==> src/rtl/dswf_defs.svh <==
// Purpose: Offsets, field positions and reset values of the wake-flag block
// Assumes: 32-bit AXI4-Lite data, 8-bit byte address
// Notes:   Definitions only
`ifndef DSWF_DEFS_SVH
`define DSWF_DEFS_SVH

// ------------------------------------------------------------
// Address map
// ------------------------------------------------------------
`define DSWF_AW 8
`define DSWF_OFF_WAKE 8'h00
`define DSWF_OFF_CTRL 8'h04
`define DSWF_OFF_ISTAT 8'h08
`define DSWF_OFF_IMASK 8'h0C

// ------------------------------------------------------------
// Wake source register fields
// ------------------------------------------------------------
`define DSWF_BIT_EXTIRQ 8
`define DSWF_BIT_FAULT 7
`define DSWF_BIT_WDT 4
`define DSWF_BIT_RTC 3
`define DSWF_BIT_MASTER_RESET_PIN 2
`define DSWF_BIT_POR 0
`define DSWF_WAKE_IMPL 16'h019D
`define DSWF_WAKE_SLEEP_ONLY 16'h019C
`define DSWF_WAKE_RST 16'h0000

// ------------------------------------------------------------
// Control register fields
// ------------------------------------------------------------
`define DSWF_CTRL_SLEEP 0
`define DSWF_CTRL_BOR 1
`define DSWF_CTRL_RSTAT 2
`define DSWF_CTRL_RST 3'h0

// ------------------------------------------------------------
// Interrupt status and mask fields
// ------------------------------------------------------------
`define DSWF_IRQ_WAKE 0
`define DSWF_IRQ_BOR 1
`define DSWF_IRQ_RST 2'h0

// ------------------------------------------------------------
// Bus answers
// ------------------------------------------------------------
`define DSWF_RESP_OKAY 2'h0
`define DSWF_RESP_SLVERR 2'h2
`define DSWF_ZERO32 32'h0000_0000

`endif

==> src/rtl/dswf_pkg.sv <==
// Purpose: Types shared by the wake-flag block
// Assumes: Nothing beyond the defs header
// Notes:   Types only; numbers live in dswf_defs.svh
`default_nettype none
package dswf_pkg;

   typedef enum logic {ST_RUN, ST_SLEEP} dswf_state_t;

   typedef struct packed {
      logic [7:0] addr;
      logic [31:0] data;
      logic [3:0] strb;
   } dswf_wr_t;

   typedef struct packed {
      logic brownout;
      logic por;
      logic master_reset_pin;
      logic ext_irq;
   } dswf_pins_t;

endpackage
`default_nettype wire

==> src/rtl/dswf_top.sv <==
// Purpose: Wake-source flags of the retention sleep state, AXI4-Lite mapped
// Assumes: clk at 25 MHz; reset_n is the true power-on reset
// Notes:   Pins pass four flops; watchdog, alarm, fault come from clk logic
// Function
// - External irq line zero in sleep sets flag
// - Retention fault in sleep sets bit 7
// - Watchdog expiry in sleep sets bit 4
// - Calendar alarm in sleep sets bit 3
// - Reset pin in sleep sets bit 2
// - Only power-on flag may set outside sleep
// - Power-on event sets bit 0 anywhere
// - Brownout in sleep recorded only, never wakes
`default_nettype none
`include "dswf_defs.svh"
module dswf_top
   import dswf_pkg::*;
(
   // Clock and reset
   input wire logic clk,
   input wire logic reset_n,
   // AXI4-Lite write address and data
   input wire logic [7:0] s_axil_awaddr,
   input wire logic s_axil_awvalid,
   output logic s_axil_awready,
   input wire logic [31:0] s_axil_wdata,
   input wire logic [3:0] s_axil_wstrb,
   input wire logic s_axil_wvalid,
   output logic s_axil_wready,
   // AXI4-Lite write response
   output logic [1:0] s_axil_bresp,
   output logic s_axil_bvalid,
   input wire logic s_axil_bready,
   // AXI4-Lite read
   input wire logic [7:0] s_axil_araddr,
   input wire logic s_axil_arvalid,
   output logic s_axil_arready,
   output logic [31:0] s_axil_rdata,
   output logic [1:0] s_axil_rresp,
   output logic s_axil_rvalid,
   input wire logic s_axil_rready,
   // Device pins
   input wire logic external_irq_line_zero,
   input wire logic master_reset_pin_n,
   input wire logic por_detect,
   input wire logic brownout_detect,
   // Same-clock event sources
   input wire logic watchdog_expire,
   input wire logic calendar_alarm,
   input wire logic retention_fault,
   // Status out
   output logic retention_sleep_active,
   output logic irq
);
   // ------------------------------------------------------------
   // Declarations
   // ------------------------------------------------------------
   dswf_state_t state_ff, nxt_state;
   dswf_pins_t pins_raw, pins_s;
   dswf_wr_t wr_req;
   logic wr_fire, rd_fire, wr_err, rd_err;
   logic [7:0] rd_addr;
   logic [31:0] rd_data;
   logic [15:0] wake_ff, nxt_wake, wake_set;
   logic [2:0] ctrl_ff, nxt_ctrl;
   logic [1:0] istat_ff, nxt_istat, imask_ff;
   logic in_sleep, wake_ev, sleep_req, bor_ev;
   logic wr_wake, wr_ctrl, wr_imask, rd_istat;

   // ------------------------------------------------------------
   // Helpers
   // ------------------------------------------------------------
   // Address decode shared by reads and writes
   function automatic logic mapped(input logic [7:0] a);
      mapped = (a == `DSWF_OFF_WAKE) || (a == `DSWF_OFF_CTRL) ||
               (a == `DSWF_OFF_ISTAT) || (a == `DSWF_OFF_IMASK);
   endfunction

   // Write-zero-to-clear over the low two byte lanes
   function automatic logic [15:0] w0c(input logic [15:0] old,
                                       input logic [31:0] d,
                                       input logic [3:0] s);
      logic [15:0] r;
      r = old;
      if (s[0]) begin
         r[7:0] = old[7:0] & d[7:0];
      end
      if (s[1]) begin
         r[15:8] = old[15:8] & d[15:8];
      end
      w0c = r;
   endfunction

   // ------------------------------------------------------------
   // Bus slave and pin synchronisers
   // ------------------------------------------------------------
   dswf_axil u_dswf_axil (
      .clk(clk),
      .reset_n(reset_n),
      .awaddr(s_axil_awaddr),
      .awvalid(s_axil_awvalid),
      .awready(s_axil_awready),
      .wdata(s_axil_wdata),
      .wstrb(s_axil_wstrb),
      .wvalid(s_axil_wvalid),
      .wready(s_axil_wready),
      .bresp(s_axil_bresp),
      .bvalid(s_axil_bvalid),
      .bready(s_axil_bready),
      .araddr(s_axil_araddr),
      .arvalid(s_axil_arvalid),
      .arready(s_axil_arready),
      .rdata(s_axil_rdata),
      .rresp(s_axil_rresp),
      .rvalid(s_axil_rvalid),
      .rready(s_axil_rready),
      .wr_fire(wr_fire),
      .wr_req(wr_req),
      .wr_err(wr_err),
      .rd_fire(rd_fire),
      .rd_addr(rd_addr),
      .rd_data(rd_data),
      .rd_err(rd_err)
   );

   // Reset pin folded to active high so the idle-low sync reset fits
   assign pins_raw.brownout = brownout_detect;
   assign pins_raw.por = por_detect;
   assign pins_raw.master_reset_pin = !master_reset_pin_n;
   assign pins_raw.ext_irq = external_irq_line_zero;

   dswf_sync3 u_dswf_sync3 (
      .clk(clk),
      .reset_n(reset_n),
      .pins_in(pins_raw),
      .pins_out(pins_s)
   );

   // ------------------------------------------------------------
   // Write and read decode
   // ------------------------------------------------------------
   assign wr_err = !mapped(wr_req.addr);
   assign rd_err = !mapped(rd_addr);
   assign wr_wake = wr_fire && (wr_req.addr == `DSWF_OFF_WAKE);
   assign wr_ctrl = wr_fire && (wr_req.addr == `DSWF_OFF_CTRL);
   assign wr_imask = wr_fire && (wr_req.addr == `DSWF_OFF_IMASK);
   assign rd_istat = rd_fire && (rd_addr == `DSWF_OFF_ISTAT);
   assign sleep_req = wr_ctrl && wr_req.strb[0] && wr_req.data[`DSWF_CTRL_SLEEP];

   // ------------------------------------------------------------
   // Sleep state
   // ------------------------------------------------------------
   assign in_sleep = (state_ff == ST_SLEEP);
   assign retention_sleep_active = in_sleep;
   // Brownout is left out of the wake term on purpose
   assign wake_ev = in_sleep && (|wake_set);
   assign bor_ev = in_sleep && pins_s.brownout;

   always_comb begin
      nxt_state = state_ff;
      unique case (state_ff)
         ST_RUN: begin
            if (sleep_req) begin
               nxt_state = ST_SLEEP;
            end
         end
         ST_SLEEP: begin
            if (wake_ev) begin
               nxt_state = ST_RUN;
            end
         end
      endcase
   end

   always_ff @(posedge clk or negedge reset_n) begin
      if (!reset_n) begin
         state_ff <= ST_RUN;
      end else begin
         state_ff <= nxt_state;
      end
   end

   // ------------------------------------------------------------
   // Wake source flags
   // ------------------------------------------------------------
   always_comb begin
      wake_set = `DSWF_WAKE_RST;
      wake_set[`DSWF_BIT_EXTIRQ] = in_sleep && pins_s.ext_irq;
      wake_set[`DSWF_BIT_FAULT] = in_sleep && retention_fault;
      wake_set[`DSWF_BIT_WDT] = in_sleep && watchdog_expire;
      wake_set[`DSWF_BIT_RTC] = in_sleep && calendar_alarm;
      wake_set[`DSWF_BIT_MASTER_RESET_PIN] = in_sleep && pins_s.master_reset_pin;
      wake_set[`DSWF_BIT_POR] = pins_s.por;
   end

   always_comb begin
      nxt_wake = wake_ff;
      if (wr_wake) begin
         nxt_wake = w0c(wake_ff, wr_req.data, wr_req.strb);
      end
      // Set beats a clear in the same cycle
      nxt_wake = (nxt_wake | wake_set) & `DSWF_WAKE_IMPL;
   end

   always_ff @(posedge clk or negedge reset_n) begin
      if (!reset_n) begin
         wake_ff <= `DSWF_WAKE_RST;
      end else begin
         wake_ff <= nxt_wake;
      end
   end

   // ------------------------------------------------------------
   // Control: sleep state, brownout record, sleep status
   // ------------------------------------------------------------
   always_comb begin
      nxt_ctrl = ctrl_ff;
      if (wr_ctrl && wr_req.strb[0]) begin
         nxt_ctrl[`DSWF_CTRL_BOR] = ctrl_ff[`DSWF_CTRL_BOR] && wr_req.data[`DSWF_CTRL_BOR];
         nxt_ctrl[`DSWF_CTRL_RSTAT] = ctrl_ff[`DSWF_CTRL_RSTAT] && wr_req.data[`DSWF_CTRL_RSTAT];
      end
      if (bor_ev) begin
         nxt_ctrl[`DSWF_CTRL_BOR] = 1'b1;
      end
      if (state_ff == ST_RUN && sleep_req) begin
         nxt_ctrl[`DSWF_CTRL_RSTAT] = 1'b1;
      end
      nxt_ctrl[`DSWF_CTRL_SLEEP] = (nxt_state == ST_SLEEP);
   end

   always_ff @(posedge clk or negedge reset_n) begin
      if (!reset_n) begin
         ctrl_ff <= `DSWF_CTRL_RST;
      end else begin
         ctrl_ff <= nxt_ctrl;
      end
   end

   // ------------------------------------------------------------
   // Interrupt status (clear on read) and mask
   // ------------------------------------------------------------
   always_comb begin
      nxt_istat = rd_istat ? `DSWF_IRQ_RST : istat_ff;
      if (wake_ev) begin
         nxt_istat[`DSWF_IRQ_WAKE] = 1'b1;
      end
      if (bor_ev) begin
         nxt_istat[`DSWF_IRQ_BOR] = 1'b1;
      end
   end

   always_ff @(posedge clk or negedge reset_n) begin
      if (!reset_n) begin
         istat_ff <= `DSWF_IRQ_RST;
      end else begin
         istat_ff <= nxt_istat;
      end
   end

   always_ff @(posedge clk or negedge reset_n) begin
      if (!reset_n) begin
         imask_ff <= `DSWF_IRQ_RST;
      end else if (wr_imask && wr_req.strb[0]) begin
         imask_ff <= wr_req.data[1:0];
      end
   end

   assign irq = |(istat_ff & imask_ff);

   // ------------------------------------------------------------
   // Read data; unused bits read as zero
   // ------------------------------------------------------------
   always_comb begin
      rd_data = `DSWF_ZERO32;
      unique case (rd_addr)
         `DSWF_OFF_WAKE: rd_data[15:0] = wake_ff;
         `DSWF_OFF_CTRL: rd_data[2:0] = ctrl_ff;
         `DSWF_OFF_ISTAT: rd_data[1:0] = istat_ff;
         `DSWF_OFF_IMASK: rd_data[1:0] = imask_ff;
         default: rd_data = `DSWF_ZERO32;
      endcase
   end
endmodule
`default_nettype wire

==> src/rtl/dswf_sync3.sv <==
// Purpose: Three-stage synchroniser with agreement filter, one per bit
// Assumes: Inputs are idle-low after the pin polarity is folded in
// Notes:   Stage one feeds stage two only
`default_nettype none
module dswf_sync3
   import dswf_pkg::*;
(
   // Clock and reset
   input wire logic clk,
   input wire logic reset_n,
   // Pins in, filtered levels out
   input wire dswf_pins_t pins_in,
   output dswf_pins_t pins_out
);
   localparam int W = $bits(dswf_pins_t);
   logic [W-1:0] s1_ff, s2_ff, s3_ff, filt_ff;

   genvar i;
   generate
      for (i = 0; i < W; i++) begin : g_bit
         always_ff @(posedge clk or negedge reset_n) begin
            if (!reset_n) begin
               s1_ff[i] <= 1'b0;
               s2_ff[i] <= 1'b0;
               s3_ff[i] <= 1'b0;
               filt_ff[i] <= 1'b0;
            end else begin
               s1_ff[i] <= pins_in[i];
               s2_ff[i] <= s1_ff[i];
               s3_ff[i] <= s2_ff[i];
               // A change counts only once two stages agree
               if (s2_ff[i] == s3_ff[i]) begin
                  filt_ff[i] <= s3_ff[i];
               end
            end
         end
      end
   endgenerate

   assign pins_out = filt_ff;
endmodule
`default_nettype wire

==> src/rtl/dswf_axil.sv <==
// Purpose: AXI4-Lite slave front end for the wake-flag registers
// Assumes: One write and one read outstanding at most
// Notes:   Write strobe one edge after both AW and W are held
`default_nettype none
`include "dswf_defs.svh"
module dswf_axil
   import dswf_pkg::*;
(
   // Clock and reset
   input wire logic clk,
   input wire logic reset_n,
   // Write address and data
   input wire logic [7:0] awaddr,
   input wire logic awvalid,
   output logic awready,
   input wire logic [31:0] wdata,
   input wire logic [3:0] wstrb,
   input wire logic wvalid,
   output logic wready,
   // Write response
   output logic [1:0] bresp,
   output logic bvalid,
   input wire logic bready,
   // Read address and data
   input wire logic [7:0] araddr,
   input wire logic arvalid,
   output logic arready,
   output logic [31:0] rdata,
   output logic [1:0] rresp,
   output logic rvalid,
   input wire logic rready,
   // Register side
   output logic wr_fire,
   output dswf_wr_t wr_req,
   input wire logic wr_err,
   output logic rd_fire,
   output logic [7:0] rd_addr,
   input wire logic [31:0] rd_data,
   input wire logic rd_err
);
   logic aw_hold_ff, w_hold_ff, bvalid_ff, rvalid_ff;
   logic [1:0] bresp_ff, rresp_ff;
   logic [31:0] rdata_ff;
   dswf_wr_t req_ff;

   assign awready = !aw_hold_ff && !bvalid_ff;
   assign wready = !w_hold_ff && !bvalid_ff;
   assign wr_fire = aw_hold_ff && w_hold_ff && !bvalid_ff;
   assign wr_req = req_ff;
   assign arready = !rvalid_ff;
   assign rd_fire = arvalid && arready;
   assign rd_addr = araddr;
   assign bvalid = bvalid_ff;
   assign bresp = bresp_ff;
   assign rvalid = rvalid_ff;
   assign rresp = rresp_ff;
   assign rdata = rdata_ff;

   // ------------------------------------------------------------
   // Write channels, taken in either order
   // ------------------------------------------------------------
   always_ff @(posedge clk or negedge reset_n) begin
      if (!reset_n) begin
         aw_hold_ff <= 1'b0;
         w_hold_ff <= 1'b0;
         req_ff <= '0;
         bvalid_ff <= 1'b0;
         bresp_ff <= `DSWF_RESP_OKAY;
      end else begin
         if (awvalid && awready) begin
            aw_hold_ff <= 1'b1;
            req_ff.addr <= awaddr;
         end
         if (wvalid && wready) begin
            w_hold_ff <= 1'b1;
            req_ff.data <= wdata;
            req_ff.strb <= wstrb;
         end
         if (wr_fire) begin
            aw_hold_ff <= 1'b0;
            w_hold_ff <= 1'b0;
            bvalid_ff <= 1'b1;
            bresp_ff <= wr_err ? `DSWF_RESP_SLVERR : `DSWF_RESP_OKAY;
         end else if (bvalid_ff && bready) begin
            bvalid_ff <= 1'b0;
         end
      end
   end

   // ------------------------------------------------------------
   // Read channel
   // ------------------------------------------------------------
   always_ff @(posedge clk or negedge reset_n) begin
      if (!reset_n) begin
         rvalid_ff <= 1'b0;
         rdata_ff <= `DSWF_ZERO32;
         rresp_ff <= `DSWF_RESP_OKAY;
      end else if (rd_fire) begin
         rvalid_ff <= 1'b1;
         rdata_ff <= rd_data;
         rresp_ff <= rd_err ? `DSWF_RESP_SLVERR : `DSWF_RESP_OKAY;
      end else if (rvalid_ff && rready) begin
         rvalid_ff <= 1'b0;
      end
   end
endmodule
`default_nettype wire

==> config.mk <==
export PLATFORM = sky130hd
export DESIGN_NAME = dswf_top
export DESIGN_NICKNAME = d
export VERILOG_FILES = /design/src/rtl/dswf_pkg.sv /design/src/rtl/dswf_top.sv /design/src/rtl/dswf_sync3.sv /design/src/rtl/dswf_axil.sv
export VERILOG_INCLUDE_DIRS = /design/src /design/src/rtl
export SDC_FILE = /design/constraint.sdc
export NUM_CORES = 1
export LEC_CHECK = 0
export BUFFER_PORTS_ARGS = -buffer_cell sky130_fd_sc_hd__buf_2
export CORE_MARGIN = 3
export CORE_UTILIZATION = 42
export CTS_CLUSTER_SIZE = 24
export DETAILED_ROUTE_END_ITERATION = 6
export PLACE_DENSITY = 0.73
export SKIP_LAST_GASP = 1
export SYNTH_ARGS = -nofsm -noshare
export SYNTH_HDL_FRONTEND = slang
export SYNTH_SLANG_ARGS = --single-unit
==> constraint.sdc <==
create_clock -name clk -period 1.9 [get_ports clk]
set_input_delay 0.095 -clock clk [delete_from_list [all_inputs] [get_ports clk]]
set_output_delay 0.095 -clock clk [all_outputs]
set_load 0.02 [all_outputs]
==> out/results.txt <==
failing checks: negative setup slack
Pwr Density: 1102 nW/um2
global-route wire length before repair: 7.997 mm
Critical Path Max Stage Delay: 0.54 ns
status: finished, violations left
Worst-Margin Slew: 0.5064 ns
crit path cell chain: or4_4, or3_4, or3_4, mux2_4
Clock Skews: 0.006290 ns
pre-CTS setup slack: -0.1716 ns
routed vias/inst: 4.596
Final setup viols: 2
core area: 5574 um2
initial antenna violation count: 0
HP Start: s_axil_araddr[3]
CTS tree: yes
ys async rst share: 100.0%
Syn Area/Cell: 12.50 um2
CP max-delay cell: or4_4
Clock Tree Root: clkbuf_8
Port Buf Inserts: 54
period utilisation layout: 109.2%
ANT nets after route: 0
CTS Buf Count: 9
VDD IR-drop max: 0.0006109 V
Yosys reg bits: 59
GRT overflow: 0
warning count from the yosys run: 0
fin crit period: 2.075 ns
largest cells by area after synthesis: dfrtp_1 (60%), buf_4 (8.2%), mux2_2 (7.8%)
reg-to-reg setup timing slack: -0.18 ns
critical path data required time: 2.12 ns
HP Class: in -> reg
CP most frequent cell: or3_4
FF-to-FF Start: u_dswf_axil.wr_req[37]
Hold Vio Cnt, Final: 0
CTS Buffer Depth: 2
Cells after Synth: 197
worst path buffer plus inverter count: 0
routed vias: 1705
Worst EP arrival: 2.29 ns
H-tree Lvls: 3
post-synth top area share: 59.96%
Fmax: 481.9 MHz
mean routed wirelength per cell: 13.34 um
vias in the first global route: 1697
Yosys top cell by area: dfrtp_1
Synth top cells by count: dfrtp_1 (59), buf_4 (27), nand2_1 (18)
pin count of the biggest net entering global routing: 28
Ports: 109
Final nets: 360
fin area: 3244 um2
WHS: 0.02125 ns
Worst-Skew Late Latency: 0.33 ns
sequential cell area fraction in the yosys report: 59.96%
Crit path max-delay family: simple AND/OR/NAND/NOR gates
postcts setup bufs: 0
final setup margin: -0.1751 ns
Max-cap violations: 0
leakage: 1.565 nW
Die Height: 82.57 um
final wirelength: 4.950 mm
share of cells above drive strength 1: 35.79%
CTS sink count: 59
synthesized cell area: 2462 um2
placer congestion estimate: 0.7538
Critical Path Start: u_dswf_axil.wr_req[37]
Placement Rows: 27
worst-path fanout max: 3
die width: 82.57 um
Post-synth EDFFs: 0
Final HPWL DP: 3.423 mm
Main synth FF type: dfrtp_1
1st-iter DRT viols: 64
Synth cell types: 36
Total Die Area: 6818 um2
P&R area growth vs syn: 31.76%
Antenna diodes: 0
Final Max Slew Viols: 0
Total GRT Usage: 16.57%
crit start category: flip-flop
DR DRC count: 0
total power: 3.576 mW
slew margin rel.: 66.24%
WS Path Type: reg -> reg
DR pass1 iterations: 4
placed inst area: 2791 um2
CP Capture Type: flip-flop
cell with the most instances after synthesis: dfrtp_1
Initial Util: 44.18%
Clk pin slew, worst setup/hold paths: 0.06 ns
RSZ-0062 raised after global routing: yes
-- power by group --
group / internal, mW / total, mW / switching, mW
sequential: 1.54 / 1.71 / 0.170
combinational: 0.455 / 0.882 / 0.428
clock: 0.541 / 0.986 / 0.445
total: 2.53 / 3.58 / 1.04
-- placed cells by master, fill, tap and decap left out, types with 5 or more instances in the layout --
cell type / synthesis / routed
a22o_1: 6 / 6
buf_2: 0 / 54
buf_4: 27 / 9
clkbuf_8: 0 / 11
conb_1: 1 / 27
dfrtp_1: 59 / 58
dlygate4sd3_1: 0 / 27
inv_1: 6 / 6
mux2_2: 17 / 17
nand2_1: 18 / 18
nor2_1: 5 / 5
o21ai_0: 11 / 6
o21ai_1: 0 / 5
-- cell families (layout without fill, tap and decap cells) --
logic type,after synthesis,after routing,share of synthesized area [%]
flops,59,59,59.96
simple gates,46,46,10.57
buf+inv,37,113,9.756
compound gates,29,29,7.622
mux,21,21,10.31
fa+ha+maj,4,4,1.626
other cells,1,27,0.1523
-- routing by layer --
layer | up-vias | part of all wire [%] | GRT usage (%)
li1 | 824 | - | -
met1 | 808 | 41 | 19.96
met4 | 0 | 2.1 | 9.150
met3 | 10 | 7.3 | 5.965
met2 | 63 | 49 | 25.80
met5 | - | 0 | 0
-- sequential cells by signal, summed over array words and instances, names as in the netlist --
signal and cells:
u_dswf_axil.rresp 1, u_dswf_axil.rdata 7, imask_ff 2, u_dswf_axil.rvalid 1, u_dswf_axil.bresp 1, u_dswf_axil.bvalid 1, u_dswf_sync3.s2_ff 4, u_dswf_sync3.s1_ff 4
u_dswf_axil.aw_hold_ff 1, u_dswf_sync3.pins_out 4, retention_sleep_active 1, istat_ff 2, u_dswf_axil.wr_req 17, ctrl_ff 2, wake_ff 6, u_dswf_sync3.s3_ff 4
u_dswf_axil.w_hold_ff 1
-- path summary, 6_finish.rpt --
check | endpoint | cells past startpoint
worst max-delay path | imask_ff[1] | 4
worst min-delay path | u_dswf_axil.rdata[2] | 2
worst max register to register | imask_ff[1] | 4
worst min register to register | u_dswf_sync3.s2_ff[3] | 0
max in group asynchronous | u_dswf_axil.rvalid | 3
min in group asynchronous | imask_ff[0] | 2
-- layout make-up --
cell class | instances | area [um2]
fill | 478 | 2330
clock buffer | 14 | 162.7
multi-input combinational | 127 | 853.3
tap | 72 | 90.09
clock inverter | 2 | 10.01
inverter | 6 | 22.52
timing repair buffer | 91 | 628.1
sequential | 59 | 1478
-- stage by stage --
| step | util, % | cells | TNS, ns |
|---|---|---|---|
| after floorplan | - | 223 | -0.3462 |
| after global placement | 50.08 | 328 | -0.6846 |
| after detailed placement | 50.08 | 328 | -0.9623 |
| after CTS | 58.02 | 371 | -0.9145 |
| after global routing | 58.20 | 371 | -0.4163 |
| final | 58.20 | 371 | -0.3480 |
-- timing repair --
item | CTS | global route
cloned | 0 | 0
resized for setup | 0 | 4
endpoints found under the hold margin | 45 | 0
endpoints found under the setup margin | 7 | 8
hold buffers | 27 | 0
Power figures use the tool's default switching activity.
